## src/common/bth1_map.vh

```
`ifndef BTH1_MAP_VH
`define BTH1_MAP_VH

// Register indexes; the byte address of each register is four times its index.
`define BTH1_IDX_W             6
`define BTH1_IDX_CLASS_CODE    6'h09
`define BTH1_IDX_CACHE_LINE    6'h0C
`define BTH1_IDX_PRI_LATENCY   6'h0D
`define BTH1_IDX_HEADER_TYPE   6'h0E
`define BTH1_IDX_SELF_TEST     6'h0F
`define BTH1_IDX_BASE_ADDR0    6'h10
`define BTH1_IDX_BASE_ADDR1    6'h14
`define BTH1_IDX_UP_BUS        6'h18
`define BTH1_IDX_DOWN_BUS      6'h19
`define BTH1_IDX_HIGH_BUS      6'h1A
`define BTH1_IDX_SEC_LATENCY   6'h1B
`define BTH1_IDX_IO_LOW        6'h1C
`define BTH1_IDX_IO_HIGH       6'h1D

// Bus geometry.
`define BTH1_ADDR_W            8
`define BTH1_IDX_MSB           7
`define BTH1_IDX_LSB           2

// Fixed field values.
`define BTH1_PROG_IF           8'h00
`define BTH1_SUB_CLASS         8'h04
`define BTH1_BASE_CLASS        8'h06
`define BTH1_HEADER_TYPE       8'h01
`define BTH1_ZERO_BYTE         8'h00
`define BTH1_ZERO_WORD         32'h00000000

// Reset values of writable fields.
`define BTH1_CACHE_LINE_RST    8'h00
`define BTH1_BUS_NUMBER_RST    8'h00
`define BTH1_IO_CAP_RST        1'h1
`define BTH1_IO_BASE_RST       4'hF

// Field positions inside the I/O window registers.
`define BTH1_IO_CAP_BIT        0
`define BTH1_IO_BASE_MSB       7
`define BTH1_IO_BASE_LSB       4
`define BTH1_IO_BASE_W         4
`define BTH1_IO_RSVD_ZERO      3'h0

// AXI responses.
`define BTH1_RESP_OKAY         2'h0
`define BTH1_RESP_SLVERR       2'h2

`endif

```

## src/logic/bth1_pin_sync.v

```verilog
`timescale 1ns/1ps
// Three-stage synchroniser; the output follows only when stages two and three agree.
module bth1_pin_sync (
   input  wire ref_clk,
   input  wire rst,
   input  wire pinIn,
   output reg  pinSync
);
   reg stageOne;
   reg stageTwo;
   reg stageThree;

   always @(posedge ref_clk or posedge rst) begin
      if (rst) begin
         stageOne   <= 1'h0;
         stageTwo   <= 1'h0;
         stageThree <= 1'h0;
         pinSync    <= 1'h0;
      end else begin
         stageOne   <= pinIn;
         stageTwo   <= stageOne;
         stageThree <= stageTwo;
         if (stageTwo == stageThree) begin
            pinSync <= stageThree;
         end
      end
   end
endmodule // bth1_pin_sync

```

## src/logic/bth1_field_reg.v

```verilog
`timescale 1ns/1ps
// Writable field with a constant reset value.
module bth1_field_reg #(
   parameter WIDTH     = 8,
   parameter RESET_VAL = 0
) (
   input  wire             ref_clk,
   input  wire             rst,
   input  wire             wrEn,
   input  wire [WIDTH-1:0] wrData,
   output reg  [WIDTH-1:0] q
);
   localparam [WIDTH-1:0] RESET_BITS = RESET_VAL;

   always @(posedge ref_clk or posedge rst) begin
      if (rst) begin
         q <= RESET_BITS;
      end else if (wrEn) begin
         q <= wrData;
      end
   end
endmodule // bth1_field_reg

```

## src/logic/bth1_header_regs.v

```verilog
// The implementer's own choice: the AXI4-Lite interface to the registers.
`timescale 1ns/1ps
`include "bth1_map.vh"

module bth1_header_regs (
   input  wire                    ref_clk,
   input  wire                    rst,
   input  wire                    capLockPin,
   input  wire [`BTH1_ADDR_W-1:0] s_axi_awaddr,
   input  wire                    s_axi_awvalid,
   output reg                     s_axi_awready,
   input  wire [31:0]             s_axi_wdata,
   input  wire [3:0]              s_axi_wstrb,
   input  wire                    s_axi_wvalid,
   output reg                     s_axi_wready,
   output reg  [1:0]              s_axi_bresp,
   output reg                     s_axi_bvalid,
   input  wire                    s_axi_bready,
   input  wire [`BTH1_ADDR_W-1:0] s_axi_araddr,
   input  wire                    s_axi_arvalid,
   output reg                     s_axi_arready,
   output reg  [31:0]             s_axi_rdata,
   output reg  [1:0]              s_axi_rresp,
   output reg                     s_axi_rvalid,
   input  wire                    s_axi_rready,
   output wire [7:0]              downstreamBusNumber,
   output wire [7:0]              highestBusBehind,
   output wire [3:0]              ioWindowBaseHigh,
   output wire                    ioWidthCapability
);

   // Write channel capture.
   reg  [`BTH1_ADDR_W-1:0] wrAddr;
   // Only the low byte and its strobe are kept, since no writable field here reaches above bit 7.
   reg  [7:0]              wrByte;
   reg                     wrLaneOn;
   reg                     awHeld;
   reg                     wHeld;
   reg                     next_awHeld;
   reg                     next_wHeld;
   reg                     next_bvalid;
   reg                     next_rvalid;
   wire                    awFire;
   wire                    wFire;
   wire                    arFire;
   wire                    wrFire;
   wire [`BTH1_IDX_W-1:0]  wrIdx;
   wire [`BTH1_IDX_W-1:0]  rdIdx;

   // Register contents.
   wire [7:0]              cacheLineSize;
   wire [7:0]              upstreamBusNumber;
   wire                    capLocked;

   // Decode results.
   reg                     wrMapped;
   reg                     rdMapped;
   reg  [31:0]             rdWord;
   wire                    wrByteOk;

   assign awFire = s_axi_awvalid && s_axi_awready;
   assign wFire  = s_axi_wvalid && s_axi_wready;
   assign arFire = s_axi_arvalid && s_axi_arready;
   // A write commits only once both halves are held and the last response has gone.
   assign wrFire = awHeld && wHeld && !s_axi_bvalid;
   assign wrIdx  = wrAddr[`BTH1_IDX_MSB:`BTH1_IDX_LSB];
   assign rdIdx  = s_axi_araddr[`BTH1_IDX_MSB:`BTH1_IDX_LSB];
   assign wrByteOk = wrFire && wrLaneOn;

   // The lock pin comes from outside the clock domain, so it is filtered before use.
   // A glitch shorter than one clock period never reaches the capability store.
   bth1_pin_sync u_lock_sync (
      .ref_clk (ref_clk),
      .rst     (rst),
      .pinIn   (capLockPin),
      .pinSync (capLocked)
   );

   // Channel state: address and data may arrive in either order or together.
   always @* begin
      next_awHeld = awHeld;
      next_wHeld  = wHeld;
      if (wrFire) begin
         next_awHeld = 1'h0;
         next_wHeld  = 1'h0;
      end else begin
         if (awFire) begin
            next_awHeld = 1'h1;
         end
         if (wFire) begin
            next_wHeld = 1'h1;
         end
      end
      next_bvalid = wrFire || (s_axi_bvalid && !s_axi_bready);
      next_rvalid = arFire || (s_axi_rvalid && !s_axi_rready);
   end

   always @(posedge ref_clk or posedge rst) begin
      if (rst) begin
         awHeld        <= 1'h0;
         wHeld         <= 1'h0;
         wrAddr        <= {`BTH1_ADDR_W{1'b0}};
         wrByte        <= `BTH1_ZERO_BYTE;
         wrLaneOn      <= 1'h0;
         s_axi_awready <= 1'h0;
         s_axi_wready  <= 1'h0;
         s_axi_bvalid  <= 1'h0;
         s_axi_bresp   <= `BTH1_RESP_OKAY;
      end else begin
         awHeld        <= next_awHeld;
         wHeld         <= next_wHeld;
         // Ready drops while a half is held or a response waits, so no beat is lost.
         s_axi_awready <= !next_awHeld && !next_bvalid;
         s_axi_wready  <= !next_wHeld && !next_bvalid;
         s_axi_bvalid  <= next_bvalid;
         if (awFire) begin
            wrAddr <= s_axi_awaddr;
         end
         if (wFire) begin
            wrByte   <= s_axi_wdata[7:0];
            wrLaneOn <= s_axi_wstrb[0];
         end
         if (wrFire) begin
            s_axi_bresp <= wrMapped ? `BTH1_RESP_OKAY : `BTH1_RESP_SLVERR;
         end
      end
   end

   // Every writable register is one byte or narrower at the bottom of its word, so only lane 0 writes.
   // A write to a read-only index still answers OKAY and changes nothing.
   always @* begin
      case (wrIdx)
         `BTH1_IDX_CLASS_CODE,
         `BTH1_IDX_CACHE_LINE,
         `BTH1_IDX_PRI_LATENCY,
         `BTH1_IDX_HEADER_TYPE,
         `BTH1_IDX_SELF_TEST,
         `BTH1_IDX_BASE_ADDR0,
         `BTH1_IDX_BASE_ADDR1,
         `BTH1_IDX_UP_BUS,
         `BTH1_IDX_DOWN_BUS,
         `BTH1_IDX_HIGH_BUS,
         `BTH1_IDX_SEC_LATENCY,
         `BTH1_IDX_IO_LOW,
         `BTH1_IDX_IO_HIGH: begin
            wrMapped = 1'h1;
         end
         default: begin
            wrMapped = 1'h0;
         end
      endcase
   end

   bth1_field_reg #(.WIDTH(8), .RESET_VAL(`BTH1_CACHE_LINE_RST)) u_cache_line (
      .ref_clk (ref_clk),
      .rst     (rst),
      .wrEn    (wrByteOk && (wrIdx == `BTH1_IDX_CACHE_LINE)),
      .wrData  (wrByte),
      .q       (cacheLineSize)
   );

   // The bus numbers are stored for software, and the downstream and highest ones also drive output ports; nothing inside this block acts on them.
   bth1_field_reg #(.WIDTH(8), .RESET_VAL(`BTH1_BUS_NUMBER_RST)) u_up_bus (
      .ref_clk (ref_clk),
      .rst     (rst),
      .wrEn    (wrByteOk && (wrIdx == `BTH1_IDX_UP_BUS)),
      .wrData  (wrByte),
      .q       (upstreamBusNumber)
   );

   bth1_field_reg #(.WIDTH(8), .RESET_VAL(`BTH1_BUS_NUMBER_RST)) u_down_bus (
      .ref_clk (ref_clk),
      .rst     (rst),
      .wrEn    (wrByteOk && (wrIdx == `BTH1_IDX_DOWN_BUS)),
      .wrData  (wrByte),
      .q       (downstreamBusNumber)
   );

   bth1_field_reg #(.WIDTH(8), .RESET_VAL(`BTH1_BUS_NUMBER_RST)) u_high_bus (
      .ref_clk (ref_clk),
      .rst     (rst),
      .wrEn    (wrByteOk && (wrIdx == `BTH1_IDX_HIGH_BUS)),
      .wrData  (wrByte),
      .q       (highestBusBehind)
   );

   // The capability bit is frozen while the lock pin holds it; the base field stays writable.
   bth1_field_reg #(.WIDTH(1), .RESET_VAL(`BTH1_IO_CAP_RST)) u_io_cap (
      .ref_clk (ref_clk),
      .rst     (rst),
      .wrEn    (wrByteOk && (wrIdx == `BTH1_IDX_IO_LOW) && !capLocked),
      .wrData  (wrByte[`BTH1_IO_CAP_BIT]),
      .q       (ioWidthCapability)
   );

   bth1_field_reg #(.WIDTH(`BTH1_IO_BASE_W), .RESET_VAL(`BTH1_IO_BASE_RST)) u_io_base (
      .ref_clk (ref_clk),
      .rst     (rst),
      .wrEn    (wrByteOk && (wrIdx == `BTH1_IDX_IO_LOW)),
      .wrData  (wrByte[`BTH1_IO_BASE_MSB:`BTH1_IO_BASE_LSB]),
      .q       (ioWindowBaseHigh)
   );

   // Writes to the limit index land on no store; only its mirror bit is read back.

   // Read decode; writes to the constant registers reach none of the stores above.
   // Unmapped indexes answer with an error response and zero data, so a stray
   // access is visible to software instead of silently reading as a blank register.
   always @* begin
      rdMapped = 1'h1;
      rdWord   = `BTH1_ZERO_WORD;
      case (rdIdx)
         `BTH1_IDX_CLASS_CODE: begin
            rdWord[7:0]   = `BTH1_PROG_IF;
            rdWord[15:8]  = `BTH1_SUB_CLASS;
            rdWord[23:16] = `BTH1_BASE_CLASS;
         end
         `BTH1_IDX_CACHE_LINE: begin
            rdWord[7:0] = cacheLineSize;
         end
         `BTH1_IDX_PRI_LATENCY: begin
            rdWord[7:0] = `BTH1_ZERO_BYTE;
         end
         `BTH1_IDX_HEADER_TYPE: begin
            rdWord[7:0] = `BTH1_HEADER_TYPE;
         end
         `BTH1_IDX_SELF_TEST: begin
            rdWord[7:0] = `BTH1_ZERO_BYTE;
         end
         `BTH1_IDX_BASE_ADDR0,
         `BTH1_IDX_BASE_ADDR1: begin
            rdWord = `BTH1_ZERO_WORD;
         end
         `BTH1_IDX_UP_BUS: begin
            rdWord[7:0] = upstreamBusNumber;
         end
         `BTH1_IDX_DOWN_BUS: begin
            rdWord[7:0] = downstreamBusNumber;
         end
         `BTH1_IDX_HIGH_BUS: begin
            rdWord[7:0] = highestBusBehind;
         end
         `BTH1_IDX_SEC_LATENCY: begin
            rdWord[7:0] = `BTH1_ZERO_BYTE;
         end
         `BTH1_IDX_IO_LOW: begin
            rdWord[`BTH1_IO_CAP_BIT] = ioWidthCapability;
            rdWord[3:1] = `BTH1_IO_RSVD_ZERO;
            rdWord[`BTH1_IO_BASE_MSB:`BTH1_IO_BASE_LSB] = ioWindowBaseHigh;
         end
         `BTH1_IDX_IO_HIGH: begin
            // Only the mirrored capability bit lives here; the limit field belongs elsewhere.
            rdWord[`BTH1_IO_CAP_BIT] = ioWidthCapability;
         end
         default: begin
            rdMapped = 1'h0;
         end
      endcase
   end

   // One read is held at a time: arready stays low while a response waits,
   // which trades throughput for a single capture register.
   always @(posedge ref_clk or posedge rst) begin
      if (rst) begin
         s_axi_arready <= 1'h0;
         s_axi_rvalid  <= 1'h0;
         s_axi_rdata   <= `BTH1_ZERO_WORD;
         s_axi_rresp   <= `BTH1_RESP_OKAY;
      end else begin
         s_axi_arready <= !next_rvalid;
         s_axi_rvalid  <= next_rvalid;
         if (arFire) begin
            s_axi_rdata <= rdWord;
            s_axi_rresp <= rdMapped ? `BTH1_RESP_OKAY : `BTH1_RESP_SLVERR;
         end
      end
   end

endmodule // bth1_header_regs

```

## config.mk

```make
export PLATFORM = sky130hd
export DESIGN_NAME = bth1_header_regs
export DESIGN_NICKNAME = d
export VERILOG_FILES = /design/src/logic/bth1_pin_sync.v /design/src/logic/bth1_field_reg.v /design/src/logic/bth1_header_regs.v
export VERILOG_INCLUDE_DIRS = /design/src /design/src/common
export SDC_FILE = /design/constraint.sdc
export NUM_CORES = 1
export LEC_CHECK = 0
export BUFFER_PORTS_ARGS = -buffer_cell sky130_fd_sc_hd__buf_4
export CORE_UTILIZATION = 53
export CTS_CLUSTER_DIAMETER = 120
export DETAILED_ROUTE_END_ITERATION = 10
export HOLD_SLACK_MARGIN = 0.08
export PLACE_DENSITY = 0.86
export SLEW_MARGIN = 0
export SYNTH_ARGS = -nofsm -noshare
export SYNTH_HDL_FRONTEND = slang
export SYNTH_SLANG_ARGS = --single-unit
```

## constraint.sdc

```tcl
create_clock -name ref_clk -period 5.65 [get_ports ref_clk]
set_clock_uncertainty 0.2 [all_clocks]
set_input_delay 1.695 -clock ref_clk [delete_from_list [all_inputs] [get_ports ref_clk]]
set_output_delay 1.695 -clock ref_clk [all_outputs]
set_load 0.005 [all_outputs]
```

==> results.json <==
{
  "critPathLaunch": "s_axi_araddr[2]",
  "cts_resized": 0,
  "ys_seq_area_share_pct": 54.72,
  "avgSynthCellArea_um2": 12.86,
  "yosysTopAreaCellShare_pct": 50.85,
  "p_comb_share_pct": 23.5,
  "leakagePower_nw": 1.983,
  "cts_hold_buf": 0,
  "dp_cells": 396,
  "syn-cell-area_um2": 3396,
  "p_sw_mw": 0.4406,
  "timing.fmax_mhz": 331.5,
  "min_period_over_period_pct": 53.39,
  "synthFlopType": "dfrtp_1",
  "initial_core_util_pct": 56.03,
  "crit_fanout": 18,
  "tightest_slew_ns": 0.9203,
  "seq_power_share_pct": 54.1,
  "cts_sinks": 74,
  "vdd_ir_drop_max_uv": 251.5,
  "gp_congestion": 0.7728,
  "grt_pass1_wl_mm": 10.81,
  "htree_num_levels": 3,
  "worst_path_dominant_cell_family": "simple AND/OR/NAND/NOR gates",
  "die_area_um2": 6731,
  "portBuffers": 67,
  "r2r_cells": 4,
  "crit_chain": "buf_4 -> nor2b_1 -> o2bb2ai_1 -> a21oi_1 -> o21ai_0",
  "totalNegativeSetupSlack_ns": 0,
  "critPathKind": "in -> reg",
  "worstPathArrival_ns": 3.07,
  "hold_end": "u_lock_sync.stageTwo",
  "final_nets": 392,
  "slowest_delay_ns": 0.68,
  "drt-wirelength-per-cell_um": 16.30,
  "vias": 2241,
  "reg2reg_to": "u_high_bus.q[3]",
  "fillers": 477,
  "drtPass1Iterations": 4,
  "grt_use_total_pct": 22.54,
  "core-area_um2": 6061,
  "min_period_ns": 3.017,
  "grt-ovfl-total": 0,
  "grt_max_degree": 45,
  "clockRootBuffer": "clkbuf_8",
  "max-cap-violations": 0,
  "cts_setup_buffers": 0,
  "place_hpwl_mm": 4.640,
  "synth_edf_count": 0,
  "drive_gt1_share_pct": 41.54,
  "synthCells": 264,
  "power_frac_clock_pct": 22.4,
  "cp_num_buf_inv": 1,
  "avgViaCountPerCell": 5.439,
  "slowest_stage": "nor2b_1",
  "synth_largest_area_cell": "dfrtp_1",
  "rows": 28,
  "die_w_um": 82.05,
  "layout.cells.non_filler": 412,
  "rrSetupSlack_ns": 3.39,
  "antenna_found_initial": 0,
  "drt_iter0_markers": 124,
  "sw_frac_of_total_pct": 29.57,
  "drtAntennaViolNets": 0,
  "startpoint_type": "input port",
  "hold_path_class": "reg -> reg",
  "status": "finished clean",
  "setup_viol": 0,
  "first_global_vias": 2250,
  "ys_ff_latch": 74,
  "drv_slew": 0,
  "ys_async_sr_fraction_pct": 100.0,
  "powerDensity_nw_per_um2": 371.6,
  "hold_viol_final": 0,
  "hp-start": "u_lock_sync.stageOne",
  "cts_inserted_buffers": 9,
  "slew_headroom_pct": 38.55,
  "clk_latency_ns": 0.34,
  "cts_buffer_depth": 2,
  "yosys_warnings": 0,
  "hold_depth": 0,
  "io-pin-count": 122,
  "area_growth_pct": 18.09,
  "drcViolationCount": 0,
  "synth.distinct_cells": 37,
  "wirelength_mm": 6.717,
  "clkTransAtPathRegs_ns": 0.07,
  "cp.required_ns": 5.70,
  "cts_tree": "built",
  "yosys-top-cells-area": "dfrtp_1 (51%), mux2_2 (17%), buf_4 (5.7%)",
  "timing.rr.start": "s_axi_bvalid",
  "die_h_um": 82.05,
  "diodes": 0,
  "crit_path_end_kind": "register",
  "p_int_mw": 1.050,
  "rsz0062_at_grt": "no"
}
## per-layer routing
metal	GRT usage, %	share of wire (%)
met4	11.05	1.5
met3	6.667	6.9
met1	28.14	43
met2	35.70	49
met5	0	0
## power by group through the flow
| stage | combinational [mW] | sequential [mW] | clock, mW |
|---|---|---|---|
| floorplan | 0.252 | 0.775 | 0 |
| global placement | 0.341 | 0.806 | 0 |
| detailed placement | 0.354 | 0.814 | 0 |
| CTS | 0.355 | 0.806 | 0.342 |
| global route | 0.388 | 0.831 | 0.365 |
| finish | 0.351 | 0.806 | 0.334 |
## area by class of cell
class,instances,area [um2],share of cell area (%)
tap,75,93.84,2.340
clock buffer,16,150.1,3.744
multi-input combinational,175,1383,34.48
sequential,74,1858,46.33
inverter,4,15.01,0.3744
timing repair buffer,68,510.5,12.73
## registers in the layout, indices dropped and copies added (netlist names), 4 cells and up
register        cells
s_axi_rdata         9
u_cache_line.q      8
u_down_bus.q        8
u_high_bus.q        8
u_io_base.q         4
u_up_bus.q          8
wrAddr              6
wrByte              8
## metrics by stage
| step | area, um2 | hold slack, ns | setup slack [ns] | util, % | total power [mW] |
|---|---|---|---|---|---|
| 2_1_floorplan | 3478 | 0.1312 | 1.882 | - | 1.026 |
| 5_1_grt | 4010 | 0.1763 | 2.557 | 66.16 | 1.584 |
| 3_3_place_gp | 3860 | 0.1328 | 2.348 | 63.69 | 1.147 |
| 6_report | 4010 | 0.1495 | 2.633 | 66.16 | 1.490 |
| 4_1_cts | 4010 | 0.1500 | 2.666 | 66.16 | 1.503 |
| 3_5_place_dp | 3860 | 0.1347 | 2.299 | 63.69 | 1.168 |
## kinds of logic after synthesis
kind of cell | count (synthesis) | synth area share, %
and+or+nand+nor | 45 | 8.475
buffers and inverters | 37 | 7.001
other | 1 | 0.1104
DFF | 74 | 54.72
AOI/OAI and AO/OA | 38 | 7.517
adders and majority gates | 1 | 0.2948
xor gates and xnor gates | 2 | 0.5159
muxes | 66 | 21.37
## placed cells by master, fill, tap and decap left out, drive strengths merged
| cell | instances |
|---|---|
| a211oi | 2 |
| a21oi | 7 |
| a221o | 1 |
| a22oi | 3 |
| a2bb2oi | 3 |
| a32o | 1 |
| and3b | 2 |
| buf | 68 |
| clkbuf | 16 |
| conb | 23 |
| dfrtp | 69 |
| dfstp | 5 |
| inv | 4 |
| maj3 | 1 |
| mux2 | 52 |
| mux2i | 14 |
| nand2 | 12 |
| nand2b | 5 |
| nand3 | 1 |
| nand4 | 1 |
| nand4b | 1 |
| nand4bb | 1 |
| nor2 | 9 |
| nor2b | 2 |
| nor3 | 6 |
| nor3b | 3 |
| nor4 | 1 |
| o21ai | 12 |
| o22ai | 1 |
| o2bb2ai | 8 |
| or2 | 1 |
| xor2 | 2 |
## synthesized netlist by cell type, types with 2 or more instances
cell / number
mux2i_1: 14
nor2b_1: 2
clkbuf_1: 6
and3b_1: 2
a2bb2oi_1: 3
dfstp_2: 5
nor3_1: 5
a21oi_1: 7
xor2_1: 2
nand2_1: 12
buf_4: 26
dfrtp_1: 69
inv_1: 4
o21ai_0: 12
a211oi_1: 2
nand2b_1: 5
mux2_2: 51
a22oi_1: 3
nor3b_4: 2
o2bb2ai_1: 8
nor2_1: 8
## worst max path at each step
stage               cells after the start  slack, ns             end
detailed placement                      5       2.30  s_axi_rdata[7]
floorplan                               1       1.88          awHeld
global route                            5       2.56  s_axi_rdata[4]
global placement                        5       2.35  s_axi_rdata[2]
finish                                  5       2.63  s_axi_rdata[7]
CTS                                     5       2.67  s_axi_rdata[7]
Power figures use the tool's default switching activity.
